### config.mk
export PLATFORM = sky130hd
export DESIGN_NAME = afs_serial_loop
export DESIGN_NICKNAME = d
export VERILOG_FILES = /design/src/hdl/afs_pkg.sv /design/src/hdl/afs_serial_loop.sv
export SDC_FILE = /design/constraint.sdc
export NUM_CORES = 2
export LEC_CHECK = 0
export ABC_AREA = 1
export BUFFER_PORTS_ARGS = -buffer_cell sky130_fd_sc_hd__buf_4
export CAP_MARGIN = 20
export CELL_PAD_IN_SITES_DETAIL_PLACEMENT = 0
export CELL_PAD_IN_SITES_GLOBAL_PLACEMENT = 1
export CORE_ASPECT_RATIO = 1.1
export CORE_MARGIN = 2
export CORE_UTILIZATION = 50
export DETAILED_ROUTE_END_ITERATION = 7
export PLACE_DENSITY = 0.89
export SLEW_MARGIN = 10
export SYNTH_ARGS = -nofsm -noshare
export SYNTH_HDL_FRONTEND = slang
export SYNTH_SLANG_ARGS = --single-unit
### constraint.sdc
create_clock -name core_clk_i -period 6.19 [get_ports core_clk_i]
set_clock_uncertainty 0.05 [all_clocks]
set_input_delay 0.619 -clock core_clk_i [delete_from_list [all_inputs] [get_ports core_clk_i]]
set_output_delay 0.619 -clock core_clk_i [all_outputs]
set_load 0.01 [all_outputs]
### src/hdl/afs_pkg.sv
// constants and types of the converter front end serial access block
package afs_pkg;
  localparam logic [4:0] A_CHAN0    = 5'h00;
  localparam logic [4:0] A_CHAN0_LO = 5'h02;
  localparam logic [4:0] A_CHAN1    = 5'h03;
  localparam logic [4:0] A_CHAN1_LO = 5'h05;
  localparam logic [4:0] A_MODULATOR = 5'h06;
  localparam logic [4:0] A_PHASE_HI = 5'h07;
  localparam logic [4:0] A_PHASE_LO = 5'h08;
  localparam logic [4:0] A_STAT_HI  = 5'h0a;
  localparam logic [4:0] A_STAT_LO  = 5'h0b;
  localparam logic [4:0] A_CONF_HI  = 5'h0c;
  localparam logic [4:0] A_CONF_LO  = 5'h0d;
  localparam logic [4:0] A_LAST     = 5'h1a;
  // group bounds, lowest group in the low slot
  localparam logic [6:0][4:0] GRP_FIRST = {5'h1a, 5'h14, 5'h0e, 5'h0a, 5'h06, 5'h03, 5'h00};
  localparam logic [6:0][4:0] GRP_LAST  = {5'h1a, 5'h19, 5'h13, 5'h0d, 5'h09, 5'h05, 5'h02};
  // status/comm high byte fields
  localparam int RDY_MODE_LSB  = 6;
  localparam int RDY_IDLE_BIT  = 5;
  // status/comm low byte fields
  localparam int READ_LSB      = 6;
  localparam int WRITE_BIT     = 5;
  localparam int WIDTH_LSB     = 3;
  // configuration low byte fields
  localparam int SRST_LSB      = 6;
  localparam int SHDN_LSB      = 4;
  localparam int MOD_PIN_LSB   = 2;
  // values after reset
  localparam logic [7:0] MODULATOR_RST = 8'h33;
  localparam logic [7:0] STAT_HI_RST   = 8'h20;
  localparam logic [7:0] STAT_LO_RST   = 8'ha0;
  localparam logic [1:0] DEV_ADDR_RST  = 2'h0;
  // ready pulse width in core cycles, stands for one modulator clock
  localparam int RDY_PULSE_CYC = 4;
  localparam int FIFO_DEPTH    = 8;
  typedef enum logic [1:0] {LOOP_STATIC, LOOP_GROUP, LOOP_TYPE, LOOP_MAP} afs_loop_type;
  typedef enum logic [2:0] {PH_IDLE, PH_CTRL, PH_READ, PH_WRITE, PH_IGNORE} afs_phase_type;
  typedef struct packed {
    logic [23:0] chan1;
    logic [23:0] chan0;
  } afs_set_type;
endpackage

### src/hdl/afs_serial_loop.sv
// serial access loop of the dual converter front end, with its result fifo
`timescale 1ns/1ns
// Function
// - idle-low mode sees rising edge first
// - one control byte, loop until select high
// - loop selector picks static/group/type/map looping
// - width selector sets 16 or 24 bit channels
// - skip low byte of 16-bit channels
// - idle-low: output refreshed with new MSB
// - idle-high: output keeps last driven level
// - power-up defaults, ready pulses start at once
// - zero codes, modulator 0011, zero phase
// - group looping uses seven address groups
// - type looping uses data and configuration types
// - clocking or phase changes restart converters
// - rewriting phase also restarts converters
// - ready pin pulses low one modulator period
// - idle ready pin floats or drives high
// - ready pulses ignore chip select
// - hard reset held low silences ready pin
// - first latch links channels in mode 00
// - second latch freezes data during a read
// - drive on falling, sample on rising edge
// - control byte address; foreign device ignored
// - write increment wraps to first writable
// - undefined reads zero, writes ignored, no advance

module afs_fifo #(
  parameter int WIDTH = 48,
  parameter int DEPTH = afs_pkg::FIFO_DEPTH
) (
  input  wire logic             core_clk_i,
  input  wire logic             srst_i,
  input  wire logic             ce_i,
  input  wire logic             in_valid_i,
  output logic                  in_ready_o,
  input  wire logic [WIDTH-1:0] in_data_i,
  output logic                  out_valid_o,
  input  wire logic             out_ready_i,
  output logic [WIDTH-1:0]      out_data_o
);
  localparam int AW = $clog2(DEPTH);
  typedef struct packed {
    logic [DEPTH-1:0][WIDTH-1:0] mem;
    logic [AW-1:0]               wp;
    logic [AW-1:0]               rp;
    logic [AW:0]                 cnt;
  } afs_fifo_st_type;
  afs_fifo_st_type r, n;
  logic push, pop;

  assign in_ready_o  = (r.cnt != (AW+1)'(DEPTH));
  assign out_valid_o = (r.cnt != '0);
  assign out_data_o  = r.mem[r.rp];
  assign push = in_valid_i & in_ready_o;
  assign pop  = out_valid_o & out_ready_i;

  always_comb begin
    n = r;
    if (push) begin
      n.mem[r.wp] = in_data_i;
      n.wp = (r.wp == AW'(DEPTH-1)) ? '0 : r.wp + 1'b1;
    end
    if (pop) begin
      n.rp = (r.rp == AW'(DEPTH-1)) ? '0 : r.rp + 1'b1;
    end
    n.cnt = r.cnt + (AW+1)'(push) - (AW+1)'(pop);
  end

  always_ff @(posedge core_clk_i) begin
    if (srst_i) begin
      r <= '0;
    end else if (ce_i) begin
      r <= n;
    end
  end
endmodule

module afs_serial_loop #(
  parameter logic [1:0] DEV_ADDR  = afs_pkg::DEV_ADDR_RST,
  parameter int         RDY_PULSE = afs_pkg::RDY_PULSE_CYC
) (
  input  wire logic        core_clk_i,
  input  wire logic        srst_i,
  input  wire logic        ce_i,
  input  wire logic        rst_pin_n_i,
  input  wire logic        sclk_i,
  input  wire logic        cs_n_i,
  input  wire logic        sdi_i,
  output logic             sdo_o,
  output logic             sdo_oe_o,
  output logic             conversion_ready_pin_o,
  output logic             conversion_ready_pin_oe_o,
  input  wire logic        chan0_done_i,
  input  wire logic [23:0] chan0_data_i,
  input  wire logic        chan1_done_i,
  input  wire logic [23:0] chan1_data_i,
  output logic [1:0]       soft_reset_o,
  output logic [1:0]       shutdown_o,
  output logic             restart_o
);
  typedef struct packed {
    afs_pkg::afs_phase_type ph;
    logic                   sclk_q;
    logic                   cs_q;
    logic [2:0]             bits;
    logic [7:0]             sh_in;
    logic [7:0]             sh_out;
    logic [4:0]             addr;
    logic                   sdo;
    logic                   sdo_en;
    logic [26:6][7:0]       cfg;
    afs_pkg::afs_set_type   s1;
    logic [1:0]             seen;
    logic                   push_pend;
    afs_pkg::afs_set_type   s2;
    logic [1:0]             rd_mask;
    logic [3:0]             rdy_cnt;
    logic                   restart;
  } afs_st_type;

  afs_st_type           r, n;
  logic                 rise, fall, take, pop, fifo_in_ready, fifo_out_valid;
  afs_pkg::afs_set_type fifo_out;
  logic [1:0]           rd_loop, width, rdy_mode;
  logic                 c0w, c1w;

  function automatic afs_st_type rst_state();
    afs_st_type s;
    s = '0;
    s.cfg[afs_pkg::A_MODULATOR] = afs_pkg::MODULATOR_RST;
    s.cfg[afs_pkg::A_STAT_HI]   = afs_pkg::STAT_HI_RST;
    s.cfg[afs_pkg::A_STAT_LO]   = afs_pkg::STAT_LO_RST;
    s.rd_mask = 2'h3;
    return s;
  endfunction

  function automatic logic [7:0] rd_byte(input logic [4:0] a, input afs_st_type s);
    case (a)
      5'h00:   rd_byte = s.s2.chan0[23:16];
      5'h01:   rd_byte = s.s2.chan0[15:8];
      5'h02:   rd_byte = s.s2.chan0[7:0];
      5'h03:   rd_byte = s.s2.chan1[23:16];
      5'h04:   rd_byte = s.s2.chan1[15:8];
      5'h05:   rd_byte = s.s2.chan1[7:0];
      default: rd_byte = (a <= afs_pkg::A_LAST) ? s.cfg[a] : 8'h00;
    endcase
  endfunction

  function automatic logic [4:0] next_rd(input logic [4:0] a, input logic [1:0] lp,
                                         input logic w0, input logic w1);
    logic [4:0] lo, hi, nx;
    logic       hit;
    lo = 5'h00;
    hi = afs_pkg::A_LAST;
    hit = 1'b0;
    case (afs_pkg::afs_loop_type'(lp))
      afs_pkg::LOOP_GROUP: begin
        for (int i = 0; i < 7; i++) begin
          if (!hit && a <= afs_pkg::GRP_LAST[i]) begin
            lo = afs_pkg::GRP_FIRST[i];
            hi = afs_pkg::GRP_LAST[i];
            hit = 1'b1;
          end
        end
      end
      afs_pkg::LOOP_TYPE: begin
        if (a < afs_pkg::A_MODULATOR) begin
          hi = afs_pkg::A_CHAN1_LO;
        end else begin
          lo = afs_pkg::A_MODULATOR;
        end
      end
      default: ;
    endcase
    nx = (a == hi) ? lo : a + 5'h01;
    if ((nx == afs_pkg::A_CHAN0_LO && !w0) || (nx == afs_pkg::A_CHAN1_LO && !w1)) begin
      nx = (nx == hi) ? lo : nx + 5'h01;
    end
    if (lp == 2'h0 || a > afs_pkg::A_LAST) begin
      nx = a;
    end
    return nx;
  endfunction

  assign rise     = sclk_i & ~r.sclk_q;
  assign fall     = ~sclk_i & r.sclk_q;
  assign rd_loop  = r.cfg[afs_pkg::A_STAT_LO][afs_pkg::READ_LSB +: 2];
  assign width    = r.cfg[afs_pkg::A_STAT_LO][afs_pkg::WIDTH_LSB +: 2];
  assign rdy_mode = r.cfg[afs_pkg::A_STAT_HI][afs_pkg::RDY_MODE_LSB +: 2];
  assign c0w      = |width;
  assign c1w      = &width;
  assign soft_reset_o = r.cfg[afs_pkg::A_CONF_LO][afs_pkg::SRST_LSB +: 2];
  assign shutdown_o   = r.cfg[afs_pkg::A_CONF_LO][afs_pkg::SHDN_LSB +: 2];
  assign restart_o    = r.restart;
  assign sdo_o        = r.sdo;
  assign sdo_oe_o     = r.sdo_en & ~cs_n_i;
  // chip select plays no part here
  assign conversion_ready_pin_o    = (r.rdy_cnt == 4'h0);
  assign conversion_ready_pin_oe_o = rst_pin_n_i & ((r.rdy_cnt != 4'h0) |
                                     r.cfg[afs_pkg::A_STAT_HI][afs_pkg::RDY_IDLE_BIT]);

  always_comb begin
    logic       chs, at_start;
    logic [7:0] b;
    n = r;
    pop = 1'b0;
    chs = (r.addr == afs_pkg::A_CHAN1);
    at_start = (r.addr == afs_pkg::A_CHAN0) || chs;
    b = 8'h00;
    n.restart = 1'b0;
    n.sclk_q = sclk_i;
    n.cs_q = cs_n_i;
    // ready pulse and first latch stage
    if (r.rdy_cnt != 4'h0) begin
      n.rdy_cnt = r.rdy_cnt - 4'h1;
    end
    if (chan0_done_i) begin
      n.s1.chan0 = chan0_data_i;
      n.seen[0] = 1'b1;
    end
    if (chan1_done_i) begin
      n.s1.chan1 = chan1_data_i;
      n.seen[1] = 1'b1;
    end
    case (rdy_mode)
      2'h0:    take = &n.seen & ~|soft_reset_o & ~|shutdown_o;
      2'h1:    take = chan0_done_i;
      2'h2:    take = chan1_done_i;
      default: take = chan0_done_i | chan1_done_i;
    endcase
    if (fifo_in_ready) begin
      n.push_pend = 1'b0;
    end
    if (take) begin
      n.push_pend = 1'b1; // set wins over the drain
      n.seen = 2'h0;
      n.rdy_cnt = 4'(RDY_PULSE);
    end
    if (|soft_reset_o || |shutdown_o || r.restart) begin
      n.seen = 2'h0;
    end
    // serial side
    if (cs_n_i) begin
      n.ph = afs_pkg::PH_IDLE;
      n.sdo_en = 1'b0;
      n.bits = 3'h0;
    end else if (r.cs_q) begin
      n.ph = afs_pkg::PH_CTRL;
      n.bits = 3'h0;
    end else if (rise) begin
      n.sh_in = {r.sh_in[6:0], sdi_i};
      n.bits = r.bits + 3'h1;
      if (r.bits == 3'h7) begin
        case (r.ph)
          afs_pkg::PH_CTRL: begin
            n.addr = n.sh_in[5:1];
            if (n.sh_in[7:6] != DEV_ADDR) begin
              n.ph = afs_pkg::PH_IGNORE;
            end else if (n.sh_in[0]) begin
              n.ph = afs_pkg::PH_READ;
            end else begin
              n.ph = afs_pkg::PH_WRITE;
            end
          end
          afs_pkg::PH_READ: begin
            n.addr = next_rd(r.addr, rd_loop, c0w, c1w);
          end
          afs_pkg::PH_WRITE: begin
            if (r.addr >= afs_pkg::A_MODULATOR && r.addr <= afs_pkg::A_LAST) begin
              n.cfg[r.addr] = n.sh_in;
              if (r.addr == afs_pkg::A_PHASE_HI || r.addr == afs_pkg::A_PHASE_LO ||
                  (r.addr == afs_pkg::A_CONF_HI && n.sh_in != r.cfg[r.addr]) ||
                  (r.addr == afs_pkg::A_CONF_LO &&
                   n.sh_in[afs_pkg::MOD_PIN_LSB +: 2] !=
                   r.cfg[r.addr][afs_pkg::MOD_PIN_LSB +: 2])) begin
                n.restart = 1'b1;
              end
            end
            if (r.addr <= afs_pkg::A_LAST && r.cfg[afs_pkg::A_STAT_LO][afs_pkg::WRITE_BIT]) begin
              n.addr = (r.addr == afs_pkg::A_LAST) ? afs_pkg::A_MODULATOR
                                                   : r.addr + 5'h01;
            end
          end
          default: ;
        endcase
        n.sh_out = rd_byte(n.addr, n);
      end
    end else if (r.ph == afs_pkg::PH_READ && r.bits == 3'h0 && at_start &&
                 (fall || (!sclk_i && r.sdo_en && fifo_out_valid && r.rd_mask[chs]))) begin
      // one clock: the pulse start is already a registered core event
      // idle refresh waits for the set to land, an empty one would shift stale bits
      b = r.sh_out;
      if (fifo_out_valid && r.rd_mask[chs]) begin
        pop = 1'b1;
        n.s2 = fifo_out;
        n.rd_mask = 2'h0;
        b = chs ? fifo_out.chan1[23:16] : fifo_out.chan0[23:16];
      end
      n.rd_mask[chs] = 1'b1;
      if (fall) begin
        n.sdo = b[7];
        n.sh_out = {b[6:0], 1'b0};
        n.sdo_en = 1'b1;
      end else if (r.sdo_en) begin
        n.sdo = b[7];
        n.sh_out = {b[6:0], 1'b0};
      end
    end else if (fall && r.ph == afs_pkg::PH_READ) begin
      n.sdo = r.sh_out[7];
      n.sh_out = {r.sh_out[6:0], 1'b0};
      n.sdo_en = 1'b1;
    end
    if (!rst_pin_n_i) begin
      n = rst_state();
    end
  end

  afs_fifo #(.WIDTH(48), .DEPTH(afs_pkg::FIFO_DEPTH)) u_fifo (
    .core_clk_i  (core_clk_i),
    .srst_i      (srst_i),
    .ce_i        (ce_i),
    .in_valid_i  (r.push_pend),
    .in_ready_o  (fifo_in_ready),
    .in_data_i   (r.s1),
    .out_valid_o (fifo_out_valid),
    .out_ready_i (pop),
    .out_data_o  (fifo_out)
  );

  always_ff @(posedge core_clk_i) begin
    if (srst_i) begin
      r <= rst_state();
    end else if (ce_i) begin
      r <= n;
    end
  end
endmodule

---- Word level (Yosys, flattened, before mapping) ----
Cells that the tools add are included.
word-level totals
  bits in registers ....................... 698
  input port bits ......................... 57
  output and inout bits ................... 9
  logic and storage cells ................. 383
cells by class
  $add $sub $neg .......................... 8
  magnitude comparators ................... 19
  eq/ne operators ......................... 51
  multiplexer cells ....................... 169
  bitwise gates (word level) .............. 14
  reduce and logical (&&, ||, !) cells .... 72
operators by type and width
  kind                                                              number
  168-bit 2-to-1 mux                                                9
  50-bit 2-to-1 mux                                                 9
  384-bit bitwise mux                                               1
  305-bit 2-to-1 mux                                                1
  191-bit 2-to-1 mux                                                1
  5-bit 2-to-1 mux                                                  34
  168-bit bitwise mux                                               1
  48-bit binary-select mux with 3-bit select                        1
  48-bit demux with 3-bit select                                    1
  48-bit 2-to-1 mux                                                 2
  8-bit 2-to-1 mux                                                  11
  8-bit binary-select mux with 5-bit select                         2
  1-bit 2-to-1 mux                                                  65
  24-bit 2-to-1 mux                                                 2
  8-bit case mux with 6 select lines                                1
  8-bit demux with 5-bit select                                     1
  3-bit 2-to-1 mux                                                  12
  1-bit logical AND                                                 23
  22-bit 2-to-1 mux                                                 1
  5-bit by 2-bit == test with 1-bit output (second input constant)  4
  5-bit by 3-bit == test with 1-bit output (second input constant)  4
  5-bit less-or-equal comparator (second input constant)            4
  4-bit by 1-bit != test with 1-bit output (second input constant)  5
  5-bit case mux with 2 select lines                                2
  59 further kinds                                                  136

---- Logic depth before layout (Yosys ltp) ----
  depth in word-level cells ............... 83
  depth in mapped cells ................... 41
  gate-level depth less buffers ........... 38

---- By module ----
A second synthesis with hierarchy kept.
second synthesis, totals
  cell total of the unflattened synthesis .. 6198
  area total of the unflattened synthesis .. 38527.0 um2
modules (own cells, without submodules)
  module           times used  cells each  area each (um2)  sequential area each (um2)
  afs_fifo         1           3150        19612.6          7887.6
  afs_serial_loop  1           3048        18914.4          6085.8

---- Worst setup path after synthesis ----
OpenSTA, ideal clock, no wires.
  path kind ............................... flip-flop to flip-flop
  start ................................... reg r[276] (netlist name)
  end ..................................... reg r[287] (netlist name)
  setup time .............................. 0.070 ns
  data arrival time ....................... 4.110 ns
  data required time ...................... 6.070 ns
  slack ................................... 1.961 ns
  cell stages (with the launch flop) ...... 39
  path buffers ............................ 3
  period minus slack after synthesis ...... 4.229 ns
  path through ............................ dfxtp_1 -> inv_1 -> clkbuf_1 -> clkbuf_1 -> ha_1 -> o21ai_1 -> nand2_1 -> nand2_1 -> nand2_1 -> nand2_2 -> inv_1 -> nand2_1 -> nand2_1 -> nand2_1 -> nand2_2 -> nand3_4 -> nand2_2 -> nand2_2 -> [3 not listed] -> nand2_1 -> a21oi_2 -> nand2_2 -> clkinv_1 -> nand2_1 -> nand2_1 -> nand2_1 -> nand2_2 -> a21oi_4 -> nand2_4 -> nor2_4 -> buf_6 -> nand3_1 -> nand2_1 -> nor2_1 -> nand2_1 -> nand4_1 -> a21oi_1
on the way
  longest elaborated chain between the ends .. 83
  elaborated cells between the ends (all ways) .. 161
  classes of those cells .................. add/sub (2); order compare (13); eq/ne (13); mux (105); reduce/logical (28)
ends and longest elaborated chain
  element                                                                                                             RTL line                text
  start: declaration                                                                                                  afs_serial_loop.sv:122  afs_st_type r, n;
  start signal: assignment                                                                                            afs_serial_loop.sv:333  r <= rst_state();
  start signal: assignment                                                                                            afs_serial_loop.sv:335  r <= n;
  parallel branches: the longest is 83 deep, another holds 5-bit by 2-bit less-or-equal comparator with 1-bit output  n/a
Parallel ways; which one is timed is not known. The select of a mux whose other input is x is not followed.
A chain may end at the register's enable or synchronous reset.

---- Final worst setup path ----
  start ................................... reg r[280] (netlist name)
  end ..................................... reg r[287] (netlist name)
Same word-level chain as after synthesis.

==> reports/results.tsv <==
stage	metric	value	unit
status	status	finished, final reports clean	
yosys	asr flop ratio synth	0	%
timing	min cycle time layout	5451	ps
place	Buffers on Ports	65	
power_and_ir_drop	Leak	14.80	nW
clock_network	CTS tree	built	
floorplanning	row count	101	
timing	final hold viol count	0	
global_routing	largest net degree at the start of global routing	200	
floorplanning	Die X	256.3	um
yosys	Most used DFF post-synth	dfxtp_1	
timing	fin. max-slew vios	0	
cells_and_area	Layout Cells excl Fill	5960	
worst_setup_path	Top cell by count, worst path	nand2_1	
power_and_ir_drop	Comb power frac	9.7	%
power_and_ir_drop	maximum vdd ir drop	234.9	uV
floorplanning	Die ar.	72140	sq um
drt	via count	34880	
drt	Initial DRC Count	3798	
yosys	Mapped Area	35000	sq um
timing	final setup fails	0	
yosys	post-synthesis register bit count	698	
power_and_ir_drop	switching share of total power	26.41	%
floorplanning	Core Box Area	69130	sq um
timing	maximum operating frequency	183.4	MHz
clock_network	clk buf depth	3	
yosys	sequential area share after synthesis	39.92	%
place	RD Place Congestion	0.9634	
clock_network	CTS resizes	0	
yosys	Synth cell types	53	
cells_and_area	nets	5058	
yosys	Synth area leader	dfxtp_1	
timing	Worst-Margin Slew	1052	ps
floorplanning	Ports	66	
drt	wire per inst	19.91	um
worst_setup_path	Startpoint Class	flop	
clock_network	Num CTS Buffers	77	
yosys	Synth area leaders	dfxtp_1 (40%), nand2_1 (13%), a21oi_1 (11%)	
drt	via density per instance	5.853	
worst_setup_path	Crit Path Category	flop to flop	
clock_network	H-tree depth	3	
place	Post-DP HPWL	72590	um
worst_setup_path	Crit. End Element	flop	
job	Max-cap violations	0	
global_routing	first-pass GRT wire length	183800	um
place	DP Cell Count	5818	
worst_setup_path	Crit path required time	6660	ps
drt	Residual DRC	0	
timing	setup repair after global routing missed its margin	false	
cells_and_area	fillers	6806	
worst_setup_path	Slowest-stage cell, CP	dfxtp_1	
power_and_ir_drop	Power Total	10.54	mW
drt	Detailed Route WL	118700	um
cells_and_area	area growth from synthesis to layout	10.14	%
clock_network	hold-fix buffers at CTS	0	
global_routing	GRT Residual Overflow	0	
clock_network	clk_lat worst skew	640	ps
cells_and_area	design area	38550	sq um
worst_setup_path	crit path DAT	5920	ps
timing	Tcrit/Tclk final	88.06	%
worst_setup_path	worst-path maximum fanout	23	
cells_and_area	Layout Utilization	55.77	%
hold_path	Hold WC Path Type	input port to flop	
cells_and_area	layout cell share with drive strength beyond 1	8.585	%
clock_network	Reg clk slew, reported paths	60	ps
yosys	top-count cell post-synth	nand2_1	
global_routing	number of global-route vias before repair	31660	
power_and_ir_drop	sequential power share	43.5	%
power_and_ir_drop	clock share of power	46.7	%
power_and_ir_drop	cell-internal power	7.756	mW
yosys	Post-synth top cells	nand2_1 (1178), a21oi_1 (794), o21ai_0 (715)	
power_and_ir_drop	Power per Cell Area	273.4	nW/um^2
place	DP Area	35800	sq um
global_routing	initial antenna violation count	3	
yosys	yosys warns	0	
worst_setup_path	r2r setup slk	740	ps
global_routing	All-Layer GR Usage	31.86	%
yosys	Synth Area per Inst	6.783	sq um
drt	Antenna Nets Post-Route	0	
floorplanning	Initial Util	50.64	%
timing	Slew headroom	29.71	%
timing	setup TNS	0	ps
clock_network	Setup Fix Bufs, Post-CTS	0	
drt	drt pass-1 iters	6	
yosys	cell count after synthesis	5161	
clock_network	root buffer cell	clkbuf_16	
yosys	Post-synth EDFFs	0	
power_and_ir_drop	Psw	2.783	mW
floorplanning	Die Ht	281.5	um
worst_setup_path	CP peak stage delay	590	ps
yosys	share of the synthesized area in the top cell type	39.92	%
yosys	syn_nets	5245	
clock_network	clock sink count	698	
-- area by class of cell --
cell class / instances / area [sq um] / area share [%]
multi-input cells: 3714 / 18260 / 47.35
flip-flops and latches: 698 / 13980 / 36.27
clock buffers: 111 / 2288 / 5.936
inverters: 339 / 1292 / 3.352
well taps: 927 / 1160 / 3.008
repair buffers: 144 / 1159 / 3.005
clock inverters: 26 / 412.9 / 1.071
diodes: 1 / 2.502 / 0.006491
-- per-stage QoR --
stage               setup WS [ps]  hold WS [ps]
finish                      738.8         205.2
global route                232.2         203.7
CTS                         860.1         185.4
detailed placement          901.3         401.2
global placement            941.7         397.1
floorplan                    1961         380.0
-- cell families (layout without fill, tap and decap cells) --
family / after synthesis / count (layout) / synth area share [%]
flip-flops: 698 / 698 / 39.92
adder cells (fa/ha/maj): 27 / 27 / 0.9865
other: 0 / 1 / 0
AO/OA/AOI/OAI: 1766 / 1766 / 27.39
AND/OR/NAND/NOR: 1907 / 1907 / 23.05
XOR/XNOR: 14 / 14 / 0.3503
buffers and inverters: 749 / 620 / 8.303
-- state kept, by name, indices dropped and copies added (netlist names) --
register,cells
restart_o,1
u_fifo.r,394
soft_reset_o,2
shutdown_o,2
r,298
sdo_o,1
-- metal layers --
layer  share of wire [%]  track usage, %  vias to the layer above
met5               0.019               0                        -
li1                    -               -                    17080
met1                  42           40.54                    16280
met4                 4.8           16.04                        4
met2                  47           53.01                     1258
met3                 6.5           4.459                      259
-- final timing paths --
| kind | start | to | depth (start not counted) |
|---|---|---|---|
| max reg2reg | r[280]$_SDFFE_PP0P_ | r[287]$_SDFFE_PP0P_ | 37 |
| min | chan0_data_i[20] | r[78]$_SDFFE_PP0P_ | 3 |
| min reg2reg | r[25]$_SDFFE_PP0P_ | r[25]$_SDFFE_PP0P_ | 2 |
| max | r[280]$_SDFFE_PP0P_ | r[287]$_SDFFE_PP0P_ | 37 |
-- power groups by stage --
| stage | registers (mW) | logic (mW) | clock network [mW] |
|---|---|---|---|
| floorplan | 4.67 | 0.695 | 0 |
| global placement | 4.69 | 0.999 | 0 |
| detailed placement | 4.69 | 1.00 | 0 |
| CTS | 4.59 | 1.00 | 4.97 |
| global route | 4.59 | 1.12 | 5.16 |
| finish | 4.59 | 1.03 | 4.93 |
-- critical path, delay by kind of cell, from the launching register on --
kind | cells | cell delay, ps
DFF | 1 | 590
buffers and inverters | 4 | 1220
adders and majority gates | 1 | 210
and+or+nand+nor | 30 | 3080
AOI/OAI and AO/OA | 2 | 120
-- cell usage in the layout (no fill, tap or decap), types with 10 or more instances in the layout --
cell type  synthesis  layout
nor2_1           227     219
a32oi_1           30      30
inv_1            314     313
dfxtp_1          698     695
clkbuf_16          0      80
o21ai_1           10      10
clkinv_1          18      14
a221oi_1          13      13
o22ai_1           64      64
nor3_1            24      24
nand2_2           19      19
clkbuf_8           0      17
xor2_1            12      12
clkbuf_1         356      14
a211oi_1          36      36
o21ai_0          715     715
nand2_1         1178    1175
ha_1              26      26
or2_2             88      88
nand3_1          313     313
a21oi_1          794     793
a32o_1            49      49
nand4_1           24      24
nor2_4             6      14
o211ai_1          11      11
buf_4             10     137
(Power assumes the default switching activity.)
